## config.mk

```make
export PLATFORM = sky130hd
export DESIGN_NAME = adcb_ctrl
export DESIGN_NICKNAME = d
export VERILOG_FILES = /design/src/adcb_pkg.sv /design/src/adcb_ctrl.sv
export SDC_FILE = /design/constraint.sdc
export NUM_CORES = 1
export LEC_CHECK = 0
export ABC_AREA = 0
export BUFFER_PORTS_ARGS = -buffer_cell sky130_fd_sc_hd__buf_4
export CORE_ASPECT_RATIO = 0.8
export CORE_UTILIZATION = 48
export DETAILED_ROUTE_END_ITERATION = 10
export PLACE_DENSITY = 0.72
export SYNTH_ARGS = -nofsm -noshare
export SYNTH_HDL_FRONTEND = slang
export SYNTH_SLANG_ARGS = --single-unit
export TNS_END_PERCENT = 100
```

## constraint.sdc

```tcl
create_clock -name core_clk -period 2 [get_ports core_clk]
set_input_delay 0.2 -clock core_clk [delete_from_list [all_inputs] [get_ports core_clk]]
set_output_delay 0.2 -clock core_clk [all_outputs]
set_load 0.02 [all_outputs]
```

## src/adcb_pkg.sv

```systemverilog
// Shared constants for the converter control and result block
package adcb_pkg;

  // ****************************************
  // Register byte addresses on APB
  // ****************************************
  localparam logic [7:0] A_RES_LO  = 8'h00;
  localparam logic [7:0] A_RES_HI  = 8'h04;
  localparam logic [7:0] A_LBD_LO  = 8'h08;
  localparam logic [7:0] A_LBD_HI  = 8'h0c;
  localparam logic [7:0] A_HBD_LO  = 8'h10;
  localparam logic [7:0] A_HBD_HI  = 8'h14;
  localparam logic [7:0] A_CTRL0   = 8'h18;
  localparam logic [7:0] A_CTRL1   = 8'h1c;
  localparam logic [7:0] A_CTRL2   = 8'h20;
  localparam logic [7:0] A_DELAY   = 8'h24;

  // ****************************************
  // Field positions
  // ****************************************
  localparam int C0_START  = 7;
  localparam int C0_BUSY   = 6;
  localparam int C0_EN     = 5;
  localparam int C0_FMT    = 4;
  localparam int C1_SRC    = 5;
  localparam int C2_TRIG   = 7;
  localparam int C2_DLEN   = 6;
  localparam int C2_PWIS   = 5;
  localparam int C2_HVE    = 4;
  localparam int C2_LVE    = 3;

  // ****************************************
  // Reset value and encodings
  // ****************************************
  localparam logic [7:0] RST_REG   = 8'h00;
  localparam int         NUM_CHAN  = 10;
  localparam logic [2:0] SRC_OPAMP = 3'h1;
  localparam logic [2:0] SRC_GND_A = 3'h2;
  localparam logic [2:0] SRC_GND_B = 3'h3;

  typedef enum logic [1:0] {
    CMP_INSIDE  = 2'b00,
    CMP_AT_LOW  = 2'b01,
    CMP_AT_HIGH = 2'b10,
    CMP_OUTSIDE = 2'b11
  } adcb_cmp_t;

  typedef enum logic [1:0] {
    ST_IDLE = 2'b00,
    ST_WAIT = 2'b01,
    ST_BUSY = 2'b10
  } adcb_fsm_t;

endpackage

```

## src/adcb_ctrl.sv

```systemverilog
// Converter control, result format, boundary compare and start delay
//
// Local design decisions: the address map and the APB interface to the registers.
`timescale 1ns/1ps
module adcb_ctrl #(
  parameter int RES_W = 12,
  parameter int DLY_W = 8
) (
  // Clock and reset
  input  wire logic        core_clk,
  input  wire logic        rst,
  // APB slave
  input  wire logic [7:0]  paddr,
  input  wire logic        psel,
  input  wire logic        penable,
  input  wire logic        pwrite,
  input  wire logic [31:0] pwdata,
  output logic      [31:0] prdata,
  output logic             pready,
  output logic             pslverr,
  // Trigger from PWM logic
  input  wire logic        pwm_trig,
  // Converter core
  input  wire logic        conv_done,
  input  wire logic [11:0] conv_data,
  output logic             conv_power,
  output logic             conv_start,
  output logic             conv_clk_en,
  // Input multiplexer and pins
  output logic      [3:0]  chan_sel,
  output logic             chan_connect,
  output logic             opamp_sel,
  output logic             ground_sel,
  output logic      [9:0]  pin_analog_mode,
  // Configuration to PWM interrupt logic and compare event
  output logic      [2:0]  pwm_int_cfg,
  output logic             cmp_event
);

  if (RES_W != 12 || DLY_W != 8) begin : g_chk
    $error("adcb_ctrl supports only RES_W 12 and DLY_W 8");
  end

  typedef struct packed {
    logic              start;
    logic              en;
    logic              fmt;
    logic [3:0]        chan;
    logic [2:0]        src;
    logic [2:0]        cks;
    logic              trig;
    logic              dlen;
    logic              pwis;
    logic [1:0]        cmode;
    logic [1:0]        pwdis;
    logic [7:0]        dly;
    logic [11:0]       lo;
    logic [11:0]       hi;
    logic [11:0]       res;
    adcb_pkg::adcb_fsm_t fsm;
    logic [7:0]        dcnt;
    logic [6:0]        div;
    logic              cke;
    logic              go;
    logic              cmp;
    logic [31:0]       rdata;
    logic              err;
  } adcb_state_t;

  adcb_state_t st_ff;
  adcb_state_t nxt_st;

  logic        setup;
  logic        wr_acc;
  logic        launch_sw;
  logic        int_src;
  logic        hit;
  logic [6:0]  div_mask;

  // ****************************************
  // Byte views of twelve-bit values
  // ****************************************
  function automatic logic [7:0] get_byte(input logic [11:0] v,
                                          input logic f,
                                          input logic hb);
    if (hb)
      return f ? {4'h0, v[11:8]} : v[11:4];
    return f ? v[7:0] : {v[3:0], 4'h0};
  endfunction

  function automatic logic [11:0] put_byte(input logic [11:0] v,
                                           input logic f,
                                           input logic hb,
                                           input logic [7:0] b);
    if (hb)
      return f ? {b[3:0], v[7:0]} : {b, v[3:0]};
    return f ? {v[11:8], b} : {v[11:4], b[7:4]};
  endfunction

  // ****************************************
  // Combinational helpers
  // ****************************************
  assign setup  = psel & ~penable;
  assign wr_acc = psel & penable & pwrite;
  // Launch only on the falling write of a previously set start bit
  assign launch_sw = wr_acc && paddr == adcb_pkg::A_CTRL0 &&
                     st_ff.start && !pwdata[adcb_pkg::C0_START] &&
                     !st_ff.trig;
  assign int_src = st_ff.src == adcb_pkg::SRC_OPAMP ||
                   st_ff.src == adcb_pkg::SRC_GND_A ||
                   st_ff.src == adcb_pkg::SRC_GND_B;
  assign div_mask = 7'((8'h1 << st_ff.cks) - 8'h1);

  always_comb begin
    hit = 1'b0;
    case (adcb_pkg::adcb_cmp_t'(st_ff.cmode))
      adcb_pkg::CMP_INSIDE:
        hit = st_ff.lo < conv_data && conv_data < st_ff.hi;
      adcb_pkg::CMP_AT_LOW:  hit = conv_data <= st_ff.lo;
      adcb_pkg::CMP_AT_HIGH: hit = conv_data >= st_ff.hi;
      default: hit = conv_data <= st_ff.lo || conv_data >= st_ff.hi;
    endcase
  end

  // ****************************************
  // Next state
  // ****************************************
  always_comb begin
    nxt_st     = st_ff;
    nxt_st.go  = 1'b0;
    nxt_st.cmp = 1'b0;
    nxt_st.cke = 1'b0;
    // Free divider; a tick marks one converter clock
    if (st_ff.en) begin
      nxt_st.div = st_ff.div + 7'h1;
      nxt_st.cke = (st_ff.div & div_mask) == div_mask;
    end
    // Read data is captured in setup so prdata is a flop
    if (setup) begin
      nxt_st.rdata = 32'h0;
      nxt_st.err   = 1'b0;
      if (paddr == adcb_pkg::A_RES_LO)
        nxt_st.rdata[7:0] = get_byte(st_ff.res, st_ff.fmt, 1'b0);
      else if (paddr == adcb_pkg::A_RES_HI)
        nxt_st.rdata[7:0] = get_byte(st_ff.res, st_ff.fmt, 1'b1);
      else if (paddr == adcb_pkg::A_LBD_LO)
        nxt_st.rdata[7:0] = get_byte(st_ff.lo, st_ff.fmt, 1'b0);
      else if (paddr == adcb_pkg::A_LBD_HI)
        nxt_st.rdata[7:0] = get_byte(st_ff.lo, st_ff.fmt, 1'b1);
      else if (paddr == adcb_pkg::A_HBD_LO)
        nxt_st.rdata[7:0] = get_byte(st_ff.hi, st_ff.fmt, 1'b0);
      else if (paddr == adcb_pkg::A_HBD_HI)
        nxt_st.rdata[7:0] = get_byte(st_ff.hi, st_ff.fmt, 1'b1);
      else if (paddr == adcb_pkg::A_CTRL0)
        nxt_st.rdata[7:0] = {st_ff.start, st_ff.fsm != adcb_pkg::ST_IDLE,
                             st_ff.en, st_ff.fmt, st_ff.chan};
      else if (paddr == adcb_pkg::A_CTRL1)
        nxt_st.rdata[7:0] = {st_ff.src, 2'b00, st_ff.cks};
      else if (paddr == adcb_pkg::A_CTRL2)
        nxt_st.rdata[7:0] = {st_ff.trig, st_ff.dlen, st_ff.pwis,
                             st_ff.cmode, 1'b0, st_ff.pwdis};
      else if (paddr == adcb_pkg::A_DELAY)
        nxt_st.rdata[7:0] = st_ff.dly;
      else
        nxt_st.err = 1'b1;
    end
    // Writes land at the access edge; result addresses ignore them
    if (wr_acc) begin
      if (paddr == adcb_pkg::A_LBD_LO)
        nxt_st.lo = put_byte(st_ff.lo, st_ff.fmt, 1'b0, pwdata[7:0]);
      else if (paddr == adcb_pkg::A_LBD_HI)
        nxt_st.lo = put_byte(st_ff.lo, st_ff.fmt, 1'b1, pwdata[7:0]);
      else if (paddr == adcb_pkg::A_HBD_LO)
        nxt_st.hi = put_byte(st_ff.hi, st_ff.fmt, 1'b0, pwdata[7:0]);
      else if (paddr == adcb_pkg::A_HBD_HI)
        nxt_st.hi = put_byte(st_ff.hi, st_ff.fmt, 1'b1, pwdata[7:0]);
      else if (paddr == adcb_pkg::A_CTRL0) begin
        nxt_st.start = pwdata[adcb_pkg::C0_START];
        nxt_st.en    = pwdata[adcb_pkg::C0_EN];
        nxt_st.fmt   = pwdata[adcb_pkg::C0_FMT];
        nxt_st.chan  = pwdata[3:0];
      end else if (paddr == adcb_pkg::A_CTRL1) begin
        nxt_st.src = pwdata[adcb_pkg::C1_SRC +: 3];
        nxt_st.cks = pwdata[2:0];
      end else if (paddr == adcb_pkg::A_CTRL2) begin
        nxt_st.trig  = pwdata[adcb_pkg::C2_TRIG];
        nxt_st.dlen  = pwdata[adcb_pkg::C2_DLEN];
        nxt_st.pwis  = pwdata[adcb_pkg::C2_PWIS];
        nxt_st.cmode = pwdata[adcb_pkg::C2_HVE:adcb_pkg::C2_LVE];
        nxt_st.pwdis = pwdata[1:0];
      end else if (paddr == adcb_pkg::A_DELAY)
        nxt_st.dly = pwdata[7:0];
    end
    // Conversion sequencing
    case (st_ff.fsm)
      adcb_pkg::ST_IDLE: begin
        if (st_ff.en && launch_sw) begin
          nxt_st.fsm = adcb_pkg::ST_BUSY;
          nxt_st.go  = 1'b1;
        end else if (st_ff.en && st_ff.trig && pwm_trig) begin
          if (st_ff.dlen && st_ff.dly != 8'h00) begin
            nxt_st.fsm  = adcb_pkg::ST_WAIT;
            nxt_st.dcnt = st_ff.dly;
          end else begin
            nxt_st.fsm = adcb_pkg::ST_BUSY;
            nxt_st.go  = 1'b1;
          end
        end
      end
      adcb_pkg::ST_WAIT: begin
        nxt_st.dcnt = st_ff.dcnt - 8'h1;
        if (st_ff.dcnt == 8'h01) begin
          nxt_st.fsm = adcb_pkg::ST_BUSY;
          nxt_st.go  = 1'b1;
        end
      end
      adcb_pkg::ST_BUSY: begin
        if (conv_done) begin
          nxt_st.res = conv_data;
          nxt_st.fsm = adcb_pkg::ST_IDLE;
          nxt_st.cmp = hit;
        end
      end
      default: nxt_st.fsm = adcb_pkg::ST_IDLE;
    endcase
    // Disabled converter: results cleared, bounds untouched
    if (!st_ff.en) begin
      nxt_st.res  = 12'h000;
      nxt_st.fsm  = adcb_pkg::ST_IDLE;
      nxt_st.go   = 1'b0;
      nxt_st.cmp  = 1'b0;
      nxt_st.div  = 7'h00;
      nxt_st.dcnt = adcb_pkg::RST_REG;
    end
  end

  always_ff @(posedge core_clk) begin
    if (rst)
      st_ff <= '0;
    else
      st_ff <= nxt_st;
  end

  // ****************************************
  // Outputs
  // ****************************************
  assign pready      = psel & penable;
  assign prdata      = st_ff.rdata;
  assign pslverr     = pready & st_ff.err;
  assign conv_power  = st_ff.en;
  assign conv_start  = st_ff.go;
  assign conv_clk_en = st_ff.cke;
  assign cmp_event   = st_ff.cmp;
  assign pwm_int_cfg = {st_ff.pwis, st_ff.pwdis};
  assign chan_sel    = st_ff.chan;
  assign opamp_sel   = st_ff.en && st_ff.src == adcb_pkg::SRC_OPAMP;
  assign ground_sel  = st_ff.en && int_src && !opamp_sel;
  // Internal source wins over any channel code
  assign chan_connect = st_ff.en && !int_src &&
                        st_ff.chan < 4'(adcb_pkg::NUM_CHAN);

  for (genvar i = 0; i < adcb_pkg::NUM_CHAN; i++) begin : g_pin
    // Analog pin: digital path and pullup are released
    assign pin_analog_mode[i] = chan_connect &&
                                st_ff.chan == 4'(i);
  end
endmodule // adcb_ctrl

```

* Word level (Yosys, flattened, before mapping)
Cells that the tools add are included.
Operators by class: div/mod/pow operators 0, add/sub/neg operators 3, reduce and logical (&&, ||, !) cells 55, shift-type cells 1, multiply operators 0, eq/ne operators 37, muxes and demuxes 70, bitwise gates (word level) 16, $lt $le $gt $ge 5
Operator list (count):
- two-way mux 8 bit | 23
- two-way mux 12 bit | 7
- == test 8 x 5 -> 1 bit, second input constant | 4
- two-way mux 1 bit | 31
- logical AND 1 bit | 24
- less-than comparator 12 bit | 2
- == test 4 x 3 -> 1 bit, second input constant | 4
- == test 8 x 4 -> 1 bit, second input constant | 2
- == test 8 x 6 -> 1 bit, second input constant | 2
- one-hot mux 8 bit (2 select lines) | 1
- inequality test 2 bit, second input constant | 7
- greater-or-equal comparator 12 bit | 1
- <= comparator 12 bit | 1
- inverter 1 bit | 11
- two-way mux 10 bit | 1
- AND reduction 5 bit | 2
- inequality test 3 bit, second input constant | 3
- AND reduction 3 bit | 3
- AND reduction 9 bit | 1
- == test 4 x 2 -> 1 bit, second input constant | 2
- == test 4 bit, second input constant | 2
- == test 8 x 1 -> 1 bit, second input constant | 1
- == test 8 x 3 -> 1 bit, second input constant | 1
- zero test 8 bit | 1
- other kinds (30) | 50
Storage, ports and cells: RAM bits 0, ROM bits 0, logic and storage cells 214, latch bits 0, memories 0, register bits 93, input bits 59, output and inout port bits 58

* Logic depth before layout (Yosys ltp)
depth in word-level cells 15, depth in mapped cells 8, mapped depth without buffers 8

* Worst setup path before layout
Ideal clock, no wire load.
path kind register to output, start reg st_ff, in the netlist conv_power, end out pin_analog_mode[0], setup slack -0.087 ns, data arrival time 1.887 ns, stages on the path, launching flop included 5, path through dfxtp_1 > clkbuf_1 > o211a_1 > or3b_1 > nor3_1
Between the ends: longest elaborated chain between the ends 3
RTL lines:
- start: declaration | line adcb_ctrl.sv:70 | adcb_state_t st_ff;
- start signal: assignment | line adcb_ctrl.sv:241 | st_ff <= nxt_st;
- logical AND 1 bit (2 in a row) | line adcb_ctrl.sv:259 | assign chan_connect = st_ff.en && !int_src &&
- net chan_connect | line adcb_ctrl.sv:31 | output logic chan_connect,
- logical AND 1 bit | line adcb_ctrl.sv:264 | assign pin_analog_mode[i] = chan_connect &&
- end: declaration | line adcb_ctrl.sv:34 | output logic [9:0] pin_analog_mode,
The timed path passes the listed nets, and every way through them passes these cells.

* Worst setup path in the final report
start reg st_ff, in the netlist chan_sel[1], end out pin_analog_mode[8]
Between the ends: longest elaborated chain between the ends 3, elaborated cells between the ends (all ways) 4, classes of those cells 1 x order compare; 1 x eq/ne; 2 x reduce/logical
RTL lines:
- less-than comparator 4 bit | line adcb_ctrl.sv:260 | st_ff.chan < 4'(adcb_pkg::NUM_CHAN);
- logical AND 1 bit | line adcb_ctrl.sv:259
- logical AND 1 bit (*) | line adcb_ctrl.sv:264
Mark *: on every way between the ends. The rest lies on a longest branch, timed or not.

==> results.md <==
- Setup repair after global routing could not meet its margin everywhere.
- During placement, the flow inserted port buffers numbering around 70.
- TritonCTS built the clock tree.
- The via-per-instance ratio is between 6 and 7.
- The required time reported for the critical path endpoint is 1800 ps.
- The number of warning messages in the yosys log is 0.
- The H-tree generated during clock tree synthesis spans 3 levels.
- The placed instance area is roughly 6800 µm².
- The number of global-route vias before repair came to ~5500.
- The die is approximately 130 µm wide.
- The final layout contains about 950 nets.
- At the placement stage, the worst setup path has a slack of -21.8 ps.
- Including well taps, the total number of placed cells is about 1000.
- Row generation in the floorplan step produced 36 rows.
- Entering global routing, the biggest net connects 60 pins.
- Measured along the y axis, the die boundary spans slightly above 100 µm.
- Of the synthesized area, sequential elements account for 0.309.
- The number of buffers added by the clock tree synthesis step is 9.
- Between clock sinks in the finished design, the worst skew comes to ~8.4 ps.
- The area of the placeable core is 12200 µm².
- The HPWL reported at the end of detailed placement is 15200 µm.
- The overall global routing resource usage is 0.306.
- The flow ran to the end, and the final reports show no timing, DRC or antenna violations.
- Data arrives at the worst endpoint at ~1800 ps.
- The count of mapped cells out of synthesis is just under 800.
- The largest driver fanout on the critical path is 8.
- The first-iteration detailed-routing DRC count is 652.
- The initial utilization of the core area, before any placement, comes to 0.494.
- The final routed DRC violation total is 0.
- The worst setup path is captured at an output pin.
- The time the worst path needs with I/O delays and setup is a little under 2000 ps.
- The number of fillers in the final layout is 1114.
- In this run the remaining antenna-violating nets after routing total 0.
- The proportion of register bits with asynchronous set or reset after synthesis is 0.
- Leaving out fill and tap cells, the most frequent cell in the layout is buf_4.
- The post-synthesis cell type count is 61.
- The later pin in the worst-skew pair is clocked with a latency of 360 ps.
- The final number of max-transition violations is 0.
- The area growth from synthesis to layout is 18.6%.
- In the final routed layout, each cell accounts on average for roughly 19 µm.
- The finished layout holds 1040 standard cells, fillers aside.
- The die covers between 10000 and 15000 µm².
- Of the available clock period, the critical path in the final layout requires 0.976.
- The classification of the worst-slack hold path is in2reg.
- The number of antenna diodes is 0.
- The library cells used most frequently in the layout, excluding fill and tap cells, are buf_4, nand2_1, dfxtp_1, a21oi_1, nor2_1.
- For this design the static power due to leakage is about 2.7 nW.
- Counting every sink on the clock net gives 93.
- Across the run, the number of max-cap violations was 0.
- For this design the top-level I/O count stands at around 120.
- The fmax is 0.512 GHz.
- In this run, synthesis produced a sequential element count of between 90 and 100.
- The worst setup path is of the reg2out kind.
- In the synthesized netlist the dominant register cell turns out to be dfxtp_1.
- The longest clock path from root to sink contains 2 buffers.
- The slew at the pin closest to its max-slew limit is around 640 ps.
- Summed over all layers, the routed wires come to 19700 µm.
- Headroom to the max-slew limit came out at 0.571.
- The count of flip-flops with a built-in enable after synthesis is 0.
- The fraction of layout cells with a size suffix above 1 is 0.194.
- After routing the design area is 7150 µm².
- After clock tree synthesis, the clock-pin slew on the worst setup and hold paths is about 70 ps.
- The pre-antenna-repair detailed-routing pass consisted of 6 iterations.
- Detailed routing inserted a total of 6272 vias.
- The clock root buffer is clkbuf_16.
- The worst setup slack after layout is a little under 50 ps.
- The number of endpoints failing setup at the final stage is 0.
- Routability-driven placement finished with a final weighted congestion of 0.961.
- After synthesis, the mean cell area works out to between 7 and 8 µm².
- After synthesis the cells add up to 6030 µm².
- The worst setup path is launched from a flip-flop.
- The wire length of the first global-routing pass is approximately 30000 µm.
- The power density over the cells is around 560 nW/µm².
- The initial antenna violation count is 0.
- Summed over all layers, the global routing overflow is 0.
- The peak ir drop on the vdd network is 0.503 mV.
- The final number of hold-violating endpoints is 0.
[logic make-up (layout without fill, tap and decap cells)]
kind of cell               after synthesis  count (layout)  share of synthesized area
AOI/OAI and AO/OA                      223             223                      0.228
muxes                                   45              45                     0.0755
xor gates and xnor gates                 6               6                    0.00872
buffers and inverters                  120             180                      0.102
adders and majority gates               28              28                     0.0581
DFF                                     93              93                      0.309
other                                    1              24                   0.000622
and+or+nand+nor                        270             270                      0.219
[state kept, by name, indices dropped and copies added, names as in the netlist]
signal	flops
conv_clk_en	1
conv_start	1
st_ff	74
cmp_event	1
conv_power	1
prdata	8
pwm_int_cfg	3
chan_sel	4
[path summary, 6_finish.rpt]
| check | slack (ps) | from | cells after the start | end |
|---|---|---|---|---|
| max | 50 | chan_sel[1] | 5 | pin_analog_mode[8] |
| min | 130 | conv_data[7] | 3 | st_ff[60] |
| max reg2reg | 130 | st_ff[84] | 9 | cmp_event |
| min reg2reg | 490 | st_ff[57] | 2 | st_ff[57] |
[power breakdown]
group | internal, mW | leakage (nW) | switching, mW
registers | 1.85 | 0.751 | 0.00326
clock network | 0.975 | 0.150 | 0.781
logic | 0.147 | 1.80 | 0.260
total | 2.98 | 2.70 | 1.04
[synthesized netlist by cell type, types with 3 or more instances]
master	count	area (µm²)
a22o_1	4	35.0
ha_1	28	350
mux2_2	4	45.0
or3_1	8	50.1
and3_1	10	62.6
a221oi_1	6	52.6
a2111oi_0	4	35.0
a211oi_1	28	210
buf_4	40	300
a22oi_1	5	37.5
nor4_1	7	43.8
xnor2_1	4	35.0
or4b_1	3	30.0
a21o_1	5	37.5
or4_1	4	30.0
a21oi_1	80	400
inv_1	36	135
a32oi_1	3	26.3
o211ai_1	9	67.6
nand2b_1	6	37.5
a31oi_1	11	68.8
nand2_1	91	342
mux2i_1	41	410
buf_2	11	55.1
nor3_1	15	75.1
nor2_2	3	18.8
dfxtp_1	93	1860
nand4_1	9	56.3
nor2_1	75	282
o21ai_1	6	30.0
o21ai_0	42	210
nor2b_1	5	31.3
clkbuf_1	31	116
o22ai_1	7	43.8
nand3_1	13	65.1
[worst max-delay path, cell delays in order (launching register included)]
cell and delay [ps]:
dfxtp_2 370, o21ai_2 130, o211a_1 210, or3b_4 410, nor2_1 130, buf_4 150
[final cells by class]
type	count	area, µm²	area share
Inverter	36	135	0.0189
Clock buffer	9	225	0.0315
Sequential cell	93	1870	0.261
Timing Repair Buffer	128	961	0.134
Multi-Input combinational cell	596	3670	0.514
Tap cell	171	214	0.0299
Clock inverter	7	75.1	0.0105
[timing repair]
item,in CTS,in global routing
pin swaps,1,1
cloned,0,0
endpoints found under the setup margin,4,8
hold buffers,0,0
resized for setup,5,6
buffers inserted,1,0
endpoints found under the hold margin,0,0
[stage by stage]
step | total power, mW | utilization | setup TNS [ps] | hold slack (ps)
floorplan | 2.15 | - | 0 | 336
global placement | 2.28 | 0.558 | -42.6 | 457
detailed placement | 2.29 | 0.558 | -72.7 | 476
CTS | 4.04 | 0.584 | 0 | 115
global route | 4.16 | 0.586 | -39.7 | 126
finish | 4.02 | 0.586 | 0 | 126
[metal layers]
metal | track usage | vias to the layer above | wire length (µm)
met1 | 0.435 | 2922 | 8760
met5 | 0 | - | 0
met4 | 0.133 | 0 | 644
met3 | 0.0874 | 51 | 2290
li1 | - | 2930 | -
met2 | 0.425 | 369 | 8040
Power figures use the tool's default switching activity.
